**src/alarm_autoreset_cfg.svh**
```systemverilog
`ifndef ALARM_AUTORESET_CFG_SVH
`define ALARM_AUTORESET_CFG_SVH
// parameter offsets in the device's parameter space
`define OFS_ATTEMPT_LIMIT 16'h04E7
`define OFS_CLEAR_TIME    16'h04E8
`define OFS_PON_CLEAR     16'h04E9
`define OFS_KEEP_SUPPLY   16'h04EA
// reset values
`define RST_ATTEMPT_LIMIT 16'h0000
`define RST_CLEAR_TIME    16'h012C
`define RST_PON_CLEAR     1'h0
`define RST_KEEP_SUPPLY   1'h0
// upper limits of the settings
`define MAX_ATTEMPT_LIMIT 16'h0064
`define MAX_CLEAR_TIME    16'h03E8
// alarm codes of the supply alarms
`define CODE_UNDERVOLTAGE 16'h002F
`define CODE_MAINS_LOSS   16'h0040
// field position of one-bit settings
`define FLAG_BIT          0
// time base
`define TICK_PERIOD_S     1
`define CLK_HZ            100000000
`define TICK_CYCLES       (`TICK_PERIOD_S * `CLK_HZ)
`endif

```
**src/alarm_autoreset_pkg_order_note_unused.sv**
```systemverilog
`timescale 1ns/100ps
`default_nettype none
`default_nettype wire
```
**src/alarm_autoreset_pkg.sv**
```systemverilog
`default_nettype none
package alarm_autoreset_pkg;
	// parameter access request
	typedef struct packed {
		logic        wr;
		logic        rd;
		logic [15:0] addr;
		logic [15:0] data;
	} par_req_t;
	// alarm record, as held live and in non-volatile storage
	typedef struct packed {
		logic        valid;
		logic [15:0] code;
	} alarm_rec_t;
	// power-on sequencing
	typedef enum logic [0:0] {
		BOOT_WAIT,
		BOOT_RUN
	} boot_state_t;
endpackage : alarm_autoreset_pkg
`default_nettype wire

```
**src/alarm_autoreset_controller.sv**
```systemverilog
`timescale 1ns/100ps
`default_nettype none
`include "alarm_autoreset_cfg.svh"

module alarm_autoreset_controller
	import alarm_autoreset_pkg::*;
#(
	parameter int TICK_CYCLES = `TICK_CYCLES,
	parameter int CNT_W       = 8
) (
	// clock and reset
	input  wire logic             clk_in,
	input  wire logic             nrst_in,
	// parameter access
	input  wire par_req_t         par_req_in,
	output logic [15:0]           par_rdata_out,
	output logic                  par_rvalid_out,
	// alarm sources and operator clear
	input  wire logic             alarm_trip_in,
	input  wire logic [15:0]      alarm_code_in,
	input  wire logic             alarm_clear_in,
	input  wire logic             motor_running_in,
	input  wire logic             power_down_en_in,
	// supply monitor pins
	input  wire logic             dc_bus_low_in,
	input  wire logic             mains_lost_in,
	input  wire logic             power_fail_in,
	// non-volatile storage
	input  wire logic             params_ready_in,
	input  wire alarm_rec_t       nvm_rec_in,
	output logic                  nvm_write_out,
	output alarm_rec_t            nvm_rec_out,
	// alarm state
	output alarm_rec_t            alarm_out,
	output logic                  autoreset_out,
	output logic [CNT_W-1:0]      attempt_count_out,
	output logic                  blocked_out,
	output logic                  undervoltage_alarm_out,
	output logic                  mains_loss_alarm_out
);
	localparam int TW = $clog2(TICK_CYCLES + 1);

	// reset release synchroniser
	logic rst_meta;
	logic rst_n;
	always_ff @(posedge clk_in or negedge nrst_in) begin
		if (!nrst_in) begin
			rst_meta <= 1'b0;
			rst_n    <= 1'b0;
		end else begin
			rst_meta <= 1'b1;
			rst_n    <= rst_meta;
		end
	end

	// pin synchronisers: 0 dc bus low, 1 mains lost, 2 power fail
	logic [2:0] pin_raw;
	logic [2:0] pin_meta;
	logic [2:0] pin_sync;
	logic [2:0] pin_prev;
	logic [2:0] pin_rise;
	assign pin_raw = {power_fail_in, mains_lost_in, dc_bus_low_in};
	genvar gi;
	generate
		for (gi = 0; gi < 3; gi++) begin : g_sync
			always_ff @(posedge clk_in or negedge rst_n) begin
				if (!rst_n) begin
					pin_meta[gi] <= 1'b0;
					pin_sync[gi] <= 1'b0;
					pin_prev[gi] <= 1'b0;
				end else begin
					pin_meta[gi] <= pin_raw[gi];
					pin_sync[gi] <= pin_meta[gi];
					pin_prev[gi] <= pin_sync[gi];
				end
			end
			assign pin_rise[gi] = pin_sync[gi] & ~pin_prev[gi];
		end
	endgenerate

	// one-second enable pulse; the divider is a parameter so a bench can shorten it
	logic [TW-1:0] tick_cnt;
	logic [TW-1:0] next_tick_cnt;
	logic          sec_tick;
	logic          next_sec_tick;
	always_comb begin
		next_tick_cnt = tick_cnt + TW'(1);
		next_sec_tick = 1'b0;
		if (tick_cnt == TW'(TICK_CYCLES - 1)) begin
			next_tick_cnt = '0;
			next_sec_tick = 1'b1;
		end
	end
	always_ff @(posedge clk_in or negedge rst_n) begin
		if (!rst_n) begin
			tick_cnt <= '0;
			sec_tick <= 1'b0;
		end else begin
			tick_cnt <= next_tick_cnt;
			sec_tick <= next_sec_tick;
		end
	end

	// settings; out-of-range limit and clear-time writes clamp to the top of the range
	logic [15:0] attempt_limit;
	logic [15:0] clear_time;
	logic        pon_clear;
	logic        keep_supply;
	logic [15:0] rdata;
	logic        rvalid;
	logic [15:0] next_attempt_limit;
	logic [15:0] next_clear_time;
	logic        next_pon_clear;
	logic        next_keep_supply;
	logic [15:0] next_rdata;
	logic        next_rvalid;
	always_comb begin
		next_attempt_limit = attempt_limit;
		next_clear_time    = clear_time;
		next_pon_clear     = pon_clear;
		next_keep_supply   = keep_supply;
		next_rvalid        = par_req_in.rd;
		next_rdata         = rdata;
		if (par_req_in.wr) begin
			case (par_req_in.addr)
				`OFS_ATTEMPT_LIMIT: begin
					next_attempt_limit = (par_req_in.data > `MAX_ATTEMPT_LIMIT) ?
						`MAX_ATTEMPT_LIMIT : par_req_in.data;
				end
				`OFS_CLEAR_TIME: begin
					next_clear_time = (par_req_in.data > `MAX_CLEAR_TIME) ?
						`MAX_CLEAR_TIME : par_req_in.data;
				end
				`OFS_PON_CLEAR: next_pon_clear = par_req_in.data[`FLAG_BIT];
				`OFS_KEEP_SUPPLY: next_keep_supply = par_req_in.data[`FLAG_BIT];
				default: ;
			endcase
		end
		// unmapped addresses read as zero
		if (par_req_in.rd) begin
			case (par_req_in.addr)
				`OFS_ATTEMPT_LIMIT: next_rdata = attempt_limit;
				`OFS_CLEAR_TIME:    next_rdata = clear_time;
				`OFS_PON_CLEAR:     next_rdata = {15'h0000, pon_clear};
				`OFS_KEEP_SUPPLY:   next_rdata = {15'h0000, keep_supply};
				default:            next_rdata = 16'h0000;
			endcase
		end
	end
	always_ff @(posedge clk_in or negedge rst_n) begin
		if (!rst_n) begin
			attempt_limit <= `RST_ATTEMPT_LIMIT;
			clear_time    <= `RST_CLEAR_TIME;
			pon_clear     <= `RST_PON_CLEAR;
			keep_supply   <= `RST_KEEP_SUPPLY;
			rdata         <= 16'h0000;
			rvalid        <= 1'b0;
		end else begin
			attempt_limit <= next_attempt_limit;
			clear_time    <= next_clear_time;
			pon_clear     <= next_pon_clear;
			keep_supply   <= next_keep_supply;
			rdata         <= next_rdata;
			rvalid        <= next_rvalid;
		end
	end
	assign par_rdata_out  = rdata;
	assign par_rvalid_out = rvalid;

	// alarm sources: supply alarms trip on the edge of their condition
	logic        uv_evt;
	logic        ml_evt;
	logic        src_valid;
	logic [15:0] src_code;
	assign uv_evt    = pin_rise[0] & motor_running_in;
	assign ml_evt    = pin_rise[1] & motor_running_in & ~power_down_en_in;
	assign src_valid = alarm_trip_in | uv_evt | ml_evt;
	// external alarms take priority over the supply alarms
	assign src_code  = alarm_trip_in ? alarm_code_in :
		(uv_evt ? `CODE_UNDERVOLTAGE : `CODE_MAINS_LOSS);

	// core state
	boot_state_t      state;
	boot_state_t      next_state;
	alarm_rec_t       alarm;
	alarm_rec_t       next_alarm;
	alarm_rec_t       nvm_rec;
	alarm_rec_t       next_nvm_rec;
	logic             pending;
	logic             next_pending;
	logic [CNT_W-1:0] count;
	logic [CNT_W-1:0] next_count;
	logic [15:0]      secs;
	logic [15:0]      next_secs;
	logic             arst;
	logic             next_arst;
	logic             nvm_wr;
	logic             next_nvm_wr;
	logic             uv_out;
	logic             next_uv_out;
	logic             ml_out;
	logic             next_ml_out;
	logic             blocked;
	logic             next_blocked;
	logic             is_supply;
	assign is_supply = (alarm.code == `CODE_UNDERVOLTAGE) || (alarm.code == `CODE_MAINS_LOSS);

	// trip, auto-reset, attempt counting and power-fail storage
	always_comb begin
		next_state   = state;
		next_alarm   = alarm;
		next_nvm_rec = nvm_rec;
		next_pending = pending;
		next_count   = count;
		next_secs    = secs;
		next_arst    = 1'b0;
		next_nvm_wr  = 1'b0;
		case (state)
			BOOT_WAIT: begin
				// settings must be restored before the stored alarm is judged
				if (params_ready_in) begin
					next_state = BOOT_RUN;
					if (nvm_rec_in.valid) begin
						if (pon_clear) begin
							next_arst = 1'b1;
						end else begin
							next_alarm = nvm_rec_in;
						end
					end
				end
			end
			BOOT_RUN: begin
				// seconds since last trip, saturating at the largest clear time
				if (sec_tick && (secs < `MAX_CLEAR_TIME)) begin
					next_secs = secs + 16'h0001;
				end
				if ((count != '0) && (secs >= clear_time)) begin
					next_count = '0;
				end
				if (pending) begin
					next_alarm.valid = 1'b0;
					next_arst        = 1'b1;
					next_count       = next_count + CNT_W'(1);
					next_pending     = 1'b0;
				end
				if (alarm_clear_in) begin
					next_alarm.valid = 1'b0;
					next_pending     = 1'b0;
				end
				// a trip is taken only while no alarm stands; it wins over a same-cycle clear
				if (src_valid && !alarm.valid) begin
					next_alarm.valid = 1'b1;
					next_alarm.code  = src_code;
					next_secs        = 16'h0000;
					next_pending     = (attempt_limit != 16'h0000) &&
						({{(16-CNT_W){1'b0}}, next_count} < attempt_limit);
				end
			end
			default: next_state = BOOT_WAIT;
		endcase
		// power failing: store the standing alarm, or clear the store
		if (pin_rise[2]) begin
			next_nvm_wr        = 1'b1;
			next_nvm_rec.code  = alarm.code;
			next_nvm_rec.valid = alarm.valid && (keep_supply || !is_supply);
		end
		next_uv_out = next_alarm.valid && (next_alarm.code == `CODE_UNDERVOLTAGE);
		next_ml_out = next_alarm.valid && (next_alarm.code == `CODE_MAINS_LOSS);
		// status comes from a flop, so it follows the next limit and count; limit zero never blocks
		next_blocked = (next_attempt_limit != 16'h0000) &&
			({{(16-CNT_W){1'b0}}, next_count} >= next_attempt_limit);
	end
	always_ff @(posedge clk_in or negedge rst_n) begin
		if (!rst_n) begin
			state   <= BOOT_WAIT;
			alarm   <= '0;
			nvm_rec <= '0;
			pending <= 1'b0;
			count   <= '0;
			secs    <= 16'h0000;
			arst    <= 1'b0;
			nvm_wr  <= 1'b0;
			uv_out  <= 1'b0;
			ml_out  <= 1'b0;
			blocked <= 1'b0;
		end else begin
			state   <= next_state;
			alarm   <= next_alarm;
			nvm_rec <= next_nvm_rec;
			pending <= next_pending;
			count   <= next_count;
			secs    <= next_secs;
			arst    <= next_arst;
			nvm_wr  <= next_nvm_wr;
			uv_out  <= next_uv_out;
			ml_out  <= next_ml_out;
			blocked <= next_blocked;
		end
	end

	// outputs
	assign alarm_out              = alarm;
	assign autoreset_out          = arst;
	assign attempt_count_out      = count;
	assign nvm_write_out          = nvm_wr;
	assign nvm_rec_out            = nvm_rec;
	assign undervoltage_alarm_out = uv_out;
	assign mains_loss_alarm_out   = ml_out;
	assign blocked_out            = blocked;
endmodule : alarm_autoreset_controller
`default_nettype wire

```
**config.mk**
```make
export PLATFORM = sky130hd
export DESIGN_NAME = alarm_autoreset_controller
export DESIGN_NICKNAME = d
export VERILOG_FILES = /design/src/alarm_autoreset_pkg_order_note_unused.sv /design/src/alarm_autoreset_pkg.sv /design/src/alarm_autoreset_controller.sv
export VERILOG_INCLUDE_DIRS = /design/src
export SDC_FILE = /design/constraint.sdc
export NUM_CORES = 1
export LEC_CHECK = 0
export BUFFER_PORTS_ARGS = -buffer_cell sky130_fd_sc_hd__buf_2
export CAP_MARGIN = 30
export CORE_MARGIN = 2
export CORE_UTILIZATION = 56
export DETAILED_ROUTE_END_ITERATION = 6
export HOLD_SLACK_MARGIN = 0.08
export PLACE_DENSITY_LB_ADDON = 0.25
export SLEW_MARGIN = 30
export SYNTH_ARGS = -nofsm -noshare
export SYNTH_HDL_FRONTEND = slang
export SYNTH_SLANG_ARGS = --single-unit
```
**constraint.sdc**
```tcl
create_clock -name clk_in -period 5.45 [get_ports clk_in]
set_clock_uncertainty 0.2 [all_clocks]
set_input_delay 0.545 -clock clk_in [delete_from_list [all_inputs] [get_ports clk_in]]
set_output_delay 0.545 -clock clk_in [all_outputs]
set_load 0.02 [all_outputs]
```
* Yosys cells after proc, flatten, opt, wreduce, memory -nomap -nowiden
Index checks and enable logic that the tools add are counted.
** Storage, ports and cells
- Output and inout port bits :: 64
- Word-level logic and storage cells :: 115
- Register bits :: 155
- Input port bits :: 77
** Operators by class
- Reductions and logical operators :: 20
- $lt $le $gt $ge :: 6
- Add/subtract/negate cells :: 3
- Bitwise gates (word level) :: 13
- Muxes and demuxes :: 32
- Equal/unequal tests :: 9
** Operator list (count)
- 2-to-1 mux 16 bit :: 7
- 2-to-1 mux 17 bit :: 4
- equality test 16 x 11 -> 1 bit (second input constant) :: 4
- case mux 16 bit (4 select lines) :: 1
- 2-to-1 mux 8 bit :: 5
- case mux 17 bit (2 select lines) :: 1
- equality test 16 x 6 -> 1 bit (second input constant) :: 2
- equality test 16 x 7 -> 1 bit (second input constant) :: 2
- nonzero test 16 bit :: 2
- adder 27 x 1 -> 27 bit (second input constant) :: 1
- equality test 27 bit (second input constant) :: 1
- 2-to-1 mux 27 bit :: 1
- adder 16 x 1 -> 16 bit (second input constant) :: 1
- >= comparator 16 bit :: 1
- >= comparator 8 x 16 -> 1 bit :: 1
- greater-than comparator 16 x 10 -> 1 bit (second input constant) :: 1
- greater-than comparator 16 x 7 -> 1 bit (second input constant) :: 1
- < comparator 16 x 10 -> 1 bit (second input constant) :: 1
- < comparator 8 x 16 -> 1 bit :: 1
- 2-to-1 mux 1 bit :: 11
- adder 8 x 1 -> 8 bit (second input constant) :: 1
- logical AND 1 bit :: 8
- AND reduction 2 bit :: 4
- nonzero test 8 bit :: 1
- other kinds (8) :: 20

* Depth between registers and ports, before layout
Gate-level depths: netlist (run 1).
- Depth in word-level cells :: 10
- Mapped depth :: 21
- Mapped depth without buffers :: 20

* Least setup slack after synthesis (run 1)
No wires, ideal clock.
- Path type :: register to register
- From :: register clear_time[2]
- To :: register pending
- Required time :: 5.168 ns
- Path slack :: 1.328 ns
- Buffers on the path :: 1
- Period minus slack after synthesis :: 4.122 ns
- Library setup time :: 0.082 ns
- Arrival :: 3.840 ns
- Cell stages (with the launch flop) :: 22
- Cells stage by stage :: dfstp_2 > inv_1 > ha_1 > a31oi_1 > nor2b_1 > o311ai_1 > and3_1 > clkbuf_1 > and2_1 > ha_1 > nand2_1 > nor2_1 > nand3_1 > xor2_1 > nor2_1 > ha_1 > a21oi_1 > o22ai_1 > a311o_1 > a21oi_1 > nor2_1 > a31oi_1
** On the way
- Word-level cells in the longest chain between the ends :: 10
** Ends and longest elaborated chain
- start, declared :: RTL line alarm_autoreset_controller.sv:106 : logic [15:0] clear_time;
- start signal, assigned :: RTL line alarm_autoreset_controller.sv:153 : clear_time <= `RST_CLEAR_TIME;
- start signal, assigned :: RTL line alarm_autoreset_controller.sv:160 : clear_time <= next_clear_time;
- >= comparator 16 bit (*) :: RTL line alarm_autoreset_controller.sv:237 : if ((count != '0) && (secs >= clear_time)) begin
- logical AND 1 bit (*) :: RTL line alarm_autoreset_controller.sv:237
- 2-to-1 mux 8 bit (*) :: RTL line alarm_autoreset_controller.sv:237
- 2-to-1 mux 8 bit (*) :: RTL line alarm_autoreset_controller.sv:218 : case (state)
- adder 8 x 1 -> 8 bit :: RTL line alarm_autoreset_controller.sv:243 : next_count = next_count + CNT_W'(1);
- 2-to-1 mux 8 bit (*) :: RTL line alarm_autoreset_controller.sv:240 : if (pending) begin
- 2-to-1 mux 8 bit (*) :: RTL line alarm_autoreset_controller.sv:218
- < comparator 8 x 16 -> 1 bit (*) :: RTL line alarm_autoreset_controller.sv:256 : ({{(16-CNT_W){1'b0}}, next_count} < attempt_limit);
- logical AND 1 bit (*) :: RTL line alarm_autoreset_controller.sv:255 : next_pending = (attempt_limit != 16'h0000) &&
- 2-to-1 mux 1 bit (*) :: RTL line alarm_autoreset_controller.sv:251 : if (src_valid && !alarm.valid) begin
- end signal, assigned :: RTL line alarm_autoreset_controller.sv:290 : pending <= next_pending;
- end, declared :: RTL line alarm_autoreset_controller.sv:189 : logic pending;
Mark *: on every way between the ends. The rest lies on a longest branch, timed or not. The select of a mux whose other input is x is not followed.
A chain may end at the register's enable or synchronous reset.

* Worst setup path in the final report (run 1)
- From :: register clear_time[8]
- To :: register pending
The elaborated chain is that of the path after synthesis.

==> impl_metrics.py, run 1 <==
metrics = {
    "timing": {
        "worst_slew_pin_slew_ns": 0.926,
        "timing.final.max_slew_violations": 0,
        "rsz0062_at_grt": "no",
        "share_of_the_clock_period_used_by_the_worst_path_pct": 84.5,
        "fin_crit_ns": 4.60,
        "setup-tns-final_ns": 0,
        "setup_viol": 0,
        "fin_ws_ns": 0.846,
        "max_freq_ghz": 0.217,
        "hold_violations": 0,
        "max-slew-margin-rel_pct": 38.1,
    },
    "setup_path": {
        "crit_path_cell_trace": "inv_1 > ha_1 > a21oi_1 > o21ai_0 > a221oi_1 > and3_1 > and2_1 > ha_1 > nand2_1 > nor2_1 > nand3_1 > xor2_1 > nor2_1 > ha_1 > a21oi_1 > o22ai_1 > a311o_1 > a21oi_1 > nor2_1 > a31oi_1",
        "timing.critical_path.buf_inv": 1,
        "worst_r2r_dst": "pending",
        "crit_path_max_fanout": 9,
        "regToRegStartpoint": "clear_time[8]",
        "timing.critical_path.slowest_cell_delay_ns": 0.60,
        "cpMaxStageDelayCell": "sky130_fd_sc_hd__a221oi_1",
        "timing.reg2reg.setup_slack_ns": 0.85,
        "worstSetupEndpointType": "flop",
        "r2r.worst_path.cells": 20,
        "critPathRequiredTime_ns": 5.60,
        "cpLargestDelayFamily": "compound AO/OA/AOI/OAI gates",
        "cp.arrival_ns": 4.75,
        "path_class": "flop to flop",
        "start_kind": "flop",
    },
    "logic_synthesis": {
        "ys_seq_elements": 155,
        "yosys.area_share.simple_pct": 19.6,
        "synth_top_family_by_area": "simple AND/OR/NAND/NOR gates",
        "synth_top_area_cell": "sky130_fd_sc_hd__dfrtp_1",
        "netlist_instances": 822,
        "synthMostInstantiatedCell": "sky130_fd_sc_hd__dfrtp_1",
        "synth-main-ff-cell": "sky130_fd_sc_hd__dfrtp_1",
        "yosys.area_share.xor_xnor_pct": 3.73,
        "ys.warnings.count": 0,
        "asyncSetResetFlopFracSynth_pct": 100,
        "synth-adder-area-share_pct": 5.33,
        "yosys-mux-area-fraction_pct": 3.42,
        "syn-num-nets": 933,
        "synth_edf_count": 0,
        "yosys_top_cell_area_share_pct": 47.4,
        "syn_area_per_cell_um2": 9.71,
        "yosys-top-cells-area": "sky130_fd_sc_hd__dfrtp_1 (47%), sky130_fd_sc_hd__ha_1 (5.3%), sky130_fd_sc_hd__nand2_1 (3.7%), sky130_fd_sc_hd__nor2_1 (3.4%), sky130_fd_sc_hd__inv_1 (2.9%)",
        "synthesis.area_um2": 7980,
        "synth_compound_gate_area_share_pct": 14.7,
        "synth_seq_area_share_pct": 48.7,
        "yosysUniqueCellTypes": 69,
        "synth_common_cells": "sky130_fd_sc_hd__dfrtp_1 (151), sky130_fd_sc_hd__nand2_1 (78), sky130_fd_sc_hd__nor2_1 (72)",
    },
    "route": {
        "postRouteWirelength_um": 18800,
        "first_iter_violations": 505,
        "vias": 6707,
        "drt-vias-per-instance": 5.82,
        "dr.pass1.iters": 5,
        "detail_route.wl_per_cell_um": 16.3,
        "route.antenna.remaining_nets": 0,
        "drcViolationCount": 0,
    },
    "floorplanning": {
        "floorplan.die_area_um2": 15200,
        "dieHeight_um": 123,
        "die_x_um": 123,
        "design.portCount": 141,
        "rows": 43,
        "standard_cell_core_area_um2": 13900,
        "starting_density_of_the_core_pct": 57.5,
    },
    "min_path": {
        "hold_path.class": "flop to flop",
        "worstHoldEndpoint": "rst_n",
        "hold_path_origin": "rst_meta",
        "hold-path-cell-count": 0,
    },
    "grt": {
        "overall_overflow_remaining_after_global_route": 0,
        "global_route.usage.total_pct": 25.6,
        "antenna_found_initial": 0,
        "pin_count_of_the_biggest_net_entering_global_routing": 64,
        "grt_first_pass_wirelength_um": 30400,
        "grt_pass1_vias": 6292,
    },
    "clock_network": {
        "clock_tree_root_driver_cell": "sky130_fd_sc_hd__clkbuf_16",
        "clk-insertion-delay-late_ns": 0.42,
        "cts_buffers": 17,
        "clk_pin_slew_ns": 0.06,
        "htree_num_levels": 4,
        "clock_tree_from_tritoncts": "yes",
        "clkSinkCount": 155,
        "postCtsResizedCells": 0,
        "post_cts_hold_buffer_count": 4,
        "bufs_on_longest_clock_path": 2,
        "post-cts-setup-buffer-count": 0,
    },
    "pwr": {
        "power_frac_clock_pct": 40.6,
        "p_sw_uw": 802,
        "seq_power_share_pct": 45.2,
        "share_comb_of_total_power_pct": 14.2,
        "power_after_layout_mw": 2.92,
        "irDropWorstVdd_v": 0.000239,
        "total_leakage_power_nw": 4.65,
        "switching_share_pct": 27.4,
        "power_per_cell_area_nw_per_um2": 309,
        "p_int_mw": 2.12,
    },
    "final_layout": {
        "layout.core_utilization_pct": 68.2,
        "multi_input_area_um2": 3730,
        "ff_latch_area_um2": 3890,
        "nNetsFinal": 1071,
        "layout.filler_cells": 1090,
        "antennaDiodeCount": 0,
        "area.growth.synth_to_final_pct": 18.7,
        "drive_above_1_share_pct": 21.4,
    },
    "place": {
        "dp.final_hpwl_um": 13600,
        "io_buffers": 140,
        "gp_routability_congestion": 0.884,
        "dp_slack_ns": 0.913,
    },
    "outcome": {
        "status": "completed",
    },
    "flow_run": {
        "maxCapViolations": 0,
    },
}
## layout by cell type, fill, tap and decap left out, types with 4 or more instances in the layout
cell type / netlist / layout
sky130_fd_sc_hd__dfrtp_1: 151 / 150
sky130_fd_sc_hd__buf_2: 7 / 140
sky130_fd_sc_hd__nand2_1: 78 / 78
sky130_fd_sc_hd__nor2_1: 72 / 72
sky130_fd_sc_hd__inv_1: 61 / 61
sky130_fd_sc_hd__o21ai_0: 41 / 41
sky130_fd_sc_hd__ha_1: 34 / 34
sky130_fd_sc_hd__a21oi_1: 30 / 30
sky130_fd_sc_hd__nand3_1: 25 / 25
sky130_fd_sc_hd__and2_1: 21 / 21
sky130_fd_sc_hd__o22ai_1: 19 / 19
sky130_fd_sc_hd__nor3_1: 18 / 18
sky130_fd_sc_hd__mux2_2: 18 / 18
sky130_fd_sc_hd__xor2_1: 17 / 17
sky130_fd_sc_hd__xnor2_1: 17 / 17
sky130_fd_sc_hd__clkbuf_16: 0 / 17
sky130_fd_sc_hd__nor4_1: 16 / 16
sky130_fd_sc_hd__a22oi_1: 16 / 16
sky130_fd_sc_hd__a21o_1: 12 / 12
sky130_fd_sc_hd__nand4_1: 11 / 11
sky130_fd_sc_hd__and3_1: 10 / 10
sky130_fd_sc_hd__or3_1: 9 / 9
sky130_fd_sc_hd__a221o_1: 9 / 9
sky130_fd_sc_hd__o211ai_1: 8 / 8
sky130_fd_sc_hd__nor2b_1: 7 / 7
sky130_fd_sc_hd__or4_1: 7 / 7
sky130_fd_sc_hd__mux2i_1: 7 / 7
sky130_fd_sc_hd__buf_4: 1 / 7
sky130_fd_sc_hd__a31oi_1: 6 / 6
sky130_fd_sc_hd__a22o_1: 5 / 5
sky130_fd_sc_hd__nand2b_1: 5 / 4
sky130_fd_sc_hd__a211oi_1: 4 / 4
sky130_fd_sc_hd__dfstp_2: 4 / 4
sky130_fd_sc_hd__clkbuf_8: 0 / 4
sky130_fd_sc_hd__dlygate4sd3_1: 0 / 4
## worst register-to-register path: stages, from the launching register on
cell,delay [ns]
sky130_fd_sc_hd__dfstp_2,0.53
sky130_fd_sc_hd__inv_1,0.05
sky130_fd_sc_hd__ha_1,0.19
sky130_fd_sc_hd__a21oi_1,0.13
sky130_fd_sc_hd__o21ai_0,0.09
sky130_fd_sc_hd__a221oi_1,0.60
sky130_fd_sc_hd__and3_1,0.46
sky130_fd_sc_hd__and2_1,0.20
sky130_fd_sc_hd__ha_1,0.14
sky130_fd_sc_hd__nand2_1,0.11
sky130_fd_sc_hd__nor2_1,0.24
sky130_fd_sc_hd__nand3_1,0.17
sky130_fd_sc_hd__xor2_1,0.18
sky130_fd_sc_hd__nor2_1,0.06
sky130_fd_sc_hd__ha_1,0.30
sky130_fd_sc_hd__a21oi_1,0.16
sky130_fd_sc_hd__o22ai_1,0.09
sky130_fd_sc_hd__a311o_1,0.31
sky130_fd_sc_hd__a21oi_1,0.14
sky130_fd_sc_hd__nor2_1,0.05
sky130_fd_sc_hd__a31oi_1,0.13
## layout make-up
type / count / area share (%)
clock buffers: 23 / 5.15
repair buffers: 151 / 8.38
flip-flops and latches: 155 / 41.1
inverters: 61 / 2.42
well taps: 180 / 2.38
multi-input cells: 574 / 39.4
clock inverters: 9 / 1.18
## power groups by stage
stage | Clock (mW) | Combinational, mW | Sequential, mW
5_1_grt | 1.25 | 0.457 | 1.33
3_5_place_dp | 0 | 0.414 | 1.34
2_1_floorplan | 0 | 0.157 | 1.42
4_1_cts | 1.21 | 0.419 | 1.32
6_report | 1.19 | 0.417 | 1.32
3_3_place_gp | 0 | 0.409 | 1.34
## how the worst max path moves through the flow
stage	end	slack, ns	depth (start not counted)	startpoint
2_1_floorplan	alarm_out[0]	0.62	0	rst_n
3_3_place_gp	pending	1.07	20	clear_time[8]
3_5_place_dp	pending	0.91	20	clear_time[8]
4_1_cts	pending	0.89	20	clear_time[8]
5_1_grt	pending	0.46	20	clear_time[9]
6_report	pending	0.85	20	clear_time[8]
## kinds of logic (layout without fill, tap and decap cells)
family          count (synthesis)  count (layout)
mux                            25              25
buf+inv                        93             244
xor+xnor                       34              34
compound gates                175             175
other cells                     1               1
fa+ha+maj                      34              34
flops                         155             155
simple gates                  305             305
## sequential cells by signal, indices dropped and copies added (netlist names), 8 cells and up
name               cells
nvm_rec_out           17
tick_cnt              27
attempt_count_out      8
secs                  16
clear_time            16
attempt_limit         16
alarm_out             17
par_rdata_out         16
## per-layer routing
| layer | track usage (%) | vias to the layer above | wire (µm) | part of all wire [%] |
|---|---|---|---|---|
| met5 | 0 | - | 0 | 0 |
| met4 | 8.81 | 0 | 340 | 1.8 |
| met3 | 5.26 | 34 | 1190 | 6.3 |
| met2 | 40.0 | 239 | 8860 | 47 |
| met1 | 35.7 | 3220 | 8380 | 45 |
| li1 | - | 3214 | - | - |
## metrics by stage
| stage | std cells | hold WS, ns | instance area (µm²) |
|---|---|---|---|
| global route | 1153 | 0.154 | 9470 |
| global placement | 1117 | 0.132 | 8830 |
| detailed placement | 1117 | 0.135 | 8830 |
| CTS | 1153 | 0.150 | 9470 |
| finish | 1153 | 0.147 | 9470 |
| floorplan | 822 | 0.0494 | 7980 |
Power figures use the tool's default switching activity.
==> run 2: changes to the inputs <==
- CORE_UTILIZATION: 56 -> 51
- clock period: 5.45 -> 4.1 ns (I/O delays scaled with it)
==> run 2 against run 1 <==
Against the previous run: sequential share of layout area down 1.8 points; routed wire length up 6.7%; utilization down 3.4 points; clock power up 30%; sequential power up 33%; largest cell class unchanged; highest routed layer unchanged.
==> impl_metrics.py, run 2 (synthesized netlist as in run 1, its figures left out) <==
metrics = {
    "outcome": {
        "status": "completed",
    },
    "min_path": {
        "hold-path-cell-count": 3,
        "hold_path_origin": "par_req_in[8]",
        "worstHoldEndpoint": "clear_time[8]",
        "hold_path.class": "primary input to flop",
    },
    "setup_path": {
        "worstSetupEndpointType": "flop",
        "timing.critical_path.buf_inv": 1,
        "path_class": "flop to flop",
        "crit_path_cell_trace": "inv_1 > ha_1 > a21oi_1 > o21ai_1 > a221oi_4 > and3_4 > and2_4 > ha_2 > nand2_4 > nor2_4 > nand3_2 > xor2_1 > nor2_1 > ha_1 > a21oi_2 > o22ai_1 > a311o_1 > a21oi_1 > nor2_1 > a31oi_1",
        "timing.critical_path.slowest_cell_delay_ns": 0.53,
        "cpMaxStageDelayCell": "sky130_fd_sc_hd__dfstp_2",
        "timing.reg2reg.setup_slack_ns": 0.11,
        "start_kind": "flop",
        "cp.arrival_ns": 4.14,
        "critPathRequiredTime_ns": 4.25,
        "worst_r2r_dst": "pending",
        "crit_path_max_fanout": 5,
        "regToRegStartpoint": "clear_time[8]",
        "cpLargestDelayFamily": "compound AO/OA/AOI/OAI gates",
        "r2r.worst_path.cells": 20,
    },
    "final_layout": {
        "mostFrequentLayoutCells": "sky130_fd_sc_hd__dfrtp_1 (150), sky130_fd_sc_hd__buf_2 (140), sky130_fd_sc_hd__nand2_1 (77)",
        "nNetsFinal": 1103,
        "fin_area_um2": 9900,
        "final_cells": 1216,
        "regMostFlops": "tick_cnt",
        "most_common_library_cell_in_the_layout_ignoring_fill_and_taps": "sky130_fd_sc_hd__dfrtp_1",
        "area.growth.synth_to_final_pct": 24.1,
        "drive_above_1_share_pct": 23.4,
        "antennaDiodeCount": 0,
        "largest_reg_flops": 27,
        "layout.core_utilization_pct": 64.9,
    },
    "timing": {
        "fin_worst_hold_slack_ns": 0.0931,
        "fin_crit_ns": 3.99,
        "hold_violations": 0,
        "worst_slew_pin_slew_ns": 0.915,
        "share_of_the_clock_period_used_by_the_worst_path_pct": 97.3,
        "fin_ws_ns": 0.113,
        "max_freq_ghz": 0.251,
        "max-slew-margin-rel_pct": 39.0,
        "timing.final.max_slew_violations": 0,
        "setup_viol": 0,
    },
    "clock_network": {
        "clock_tree_root_driver_cell": "sky130_fd_sc_hd__clkbuf_16",
        "bufs_on_longest_clock_path": 2,
        "htree_num_levels": 4,
        "clk_pin_slew_ns": 0.06,
        "cts_buffers": 17,
        "clkSinkCount": 155,
        "clock_tree_from_tritoncts": "yes",
        "clk-insertion-delay-late_ns": 0.42,
    },
    "place": {
        "dp_slack_ns": -0.116,
        "io_buffers": 140,
        "dp.final_hpwl_um": 13700,
        "gp_routability_congestion": 0.876,
        "placement.cell_area_um2": 8950,
        "placed_cells_incl_taps": 1157,
    },
    "grt": {
        "antenna_found_initial": 0,
        "grt_first_pass_wirelength_um": 32200,
        "overall_overflow_remaining_after_global_route": 0,
        "global_route.usage.total_pct": 24.4,
        "pin_count_of_the_biggest_net_entering_global_routing": 109,
        "grt_pass1_vias": 6519,
    },
    "route": {
        "first_iter_violations": 557,
        "detail_route.wl_per_cell_um": 16.5,
        "drcViolationCount": 0,
        "dr.pass1.iters": 6,
        "vias": 6894,
        "drt-vias-per-instance": 5.67,
        "route.antenna.remaining_nets": 0,
        "postRouteWirelength_um": 20000,
    },
    "floorplanning": {
        "die_x_um": 129,
        "floorplan.die_area_um2": 16700,
        "rows": 45,
        "starting_density_of_the_core_pct": 52.3,
        "standard_cell_core_area_um2": 15300,
        "dieHeight_um": 129,
        "design.portCount": 141,
    },
    "pwr": {
        "total_leakage_power_nw": 4.81,
        "power_per_cell_area_nw_per_um2": 392,
        "irDropWorstVdd_v": 0.000337,
    },
    "flow_run": {
        "maxCapViolations": 0,
    },
}
-- run 2: cell types whose count changed in the layout (fill, tap and decap cells not counted), sizes merged --
| cell | previous run | this run |
|---|---|---|
| buf | 147 | 161 |
| clkbuf | 23 | 21 |
| clkinv | 4 | 7 |
| dlygate4sd3 | 4 | 22 |
| inv | 62 | 61 |
-- run 2: worst max-delay path by stage --
stage / from / end / slack [ns] / cells after the start
2_1_floorplan: clear_time[2] / pending / 0.07 / 21
3_3_place_gp: clear_time[8] / pending / 0.01 / 20
3_5_place_dp: clear_time[8] / pending / -0.12 / 20
4_1_cts: clear_time[14] / pending / 0.01 / 20
5_1_grt: clear_time[8] / pending / -0.05 / 20
6_report: clear_time[8] / pending / 0.11 / 20
-- run 2: final cells by class --
cell class	count	area, µm²
flip-flops and latches	155	3890
clock inverters	11	121
fillers	1231	5360
clock buffers	21	460
well taps	211	264
multi-input cells	574	3840
inverters	61	229
repair buffers	183	1090
-- run 2: worst reg2reg max path: stages (launching register included) --
cell and delay, ns:
sky130_fd_sc_hd__dfstp_2 0.53, sky130_fd_sc_hd__inv_1 0.05, sky130_fd_sc_hd__ha_1 0.19, sky130_fd_sc_hd__a21oi_1 0.13
sky130_fd_sc_hd__o21ai_1 0.11, sky130_fd_sc_hd__a221oi_4 0.34, sky130_fd_sc_hd__and3_4 0.26, sky130_fd_sc_hd__and2_4 0.15
sky130_fd_sc_hd__ha_2 0.18, sky130_fd_sc_hd__nand2_4 0.07, sky130_fd_sc_hd__nor2_4 0.13, sky130_fd_sc_hd__nand3_2 0.10
sky130_fd_sc_hd__xor2_1 0.15, sky130_fd_sc_hd__nor2_1 0.06, sky130_fd_sc_hd__ha_1 0.33, sky130_fd_sc_hd__a21oi_2 0.15
sky130_fd_sc_hd__o22ai_1 0.09, sky130_fd_sc_hd__a311o_1 0.32, sky130_fd_sc_hd__a21oi_1 0.16, sky130_fd_sc_hd__nor2_1 0.07
sky130_fd_sc_hd__a31oi_1 0.13
-- run 2: timing repair --
item / in CTS / in global routing
hold buffers: 22 / 0
pin swaps: 2 / 7
endpoints found under the setup margin: 1 / 2
buffers inserted: 1 / 4
gates resized for setup: 3 / 17
hold endpoints to repair: 23 / 0
-- run 2: routing by layer --
| layer | wire (µm) | share of wire [%] | track usage, % | vias up |
|---|---|---|---|---|
| met5 | 0 | 0 | 0 | - |
| met4 | 414 | 2.1 | 8.50 | 0 |
| met3 | 1090 | 5.4 | 5.53 | 36 |
| met2 | 9390 | 47 | 37.7 | 233 |
| met1 | 9140 | 46 | 34.2 | 3348 |
| li1 | - | - | - | 3277 |
-- run 2: power breakdown --
| group | switching, mW | internal (mW) |
|---|---|---|
| logic | 0.343 | 0.234 |
| registers | 0.119 | 1.64 |
| clock network | 0.627 | 0.926 |
| total | 1.09 | 2.80 |
-- run 2: through the flow --
stage / setup TNS, ns / power, mW
6_report: 0 / 3.88
5_1_grt: -0.0455 / 4.06
4_1_cts: 0 / 3.91
3_5_place_dp: -0.116 / 2.34
3_3_place_gp: 0 / 2.33
2_1_floorplan: 0 / 2.10
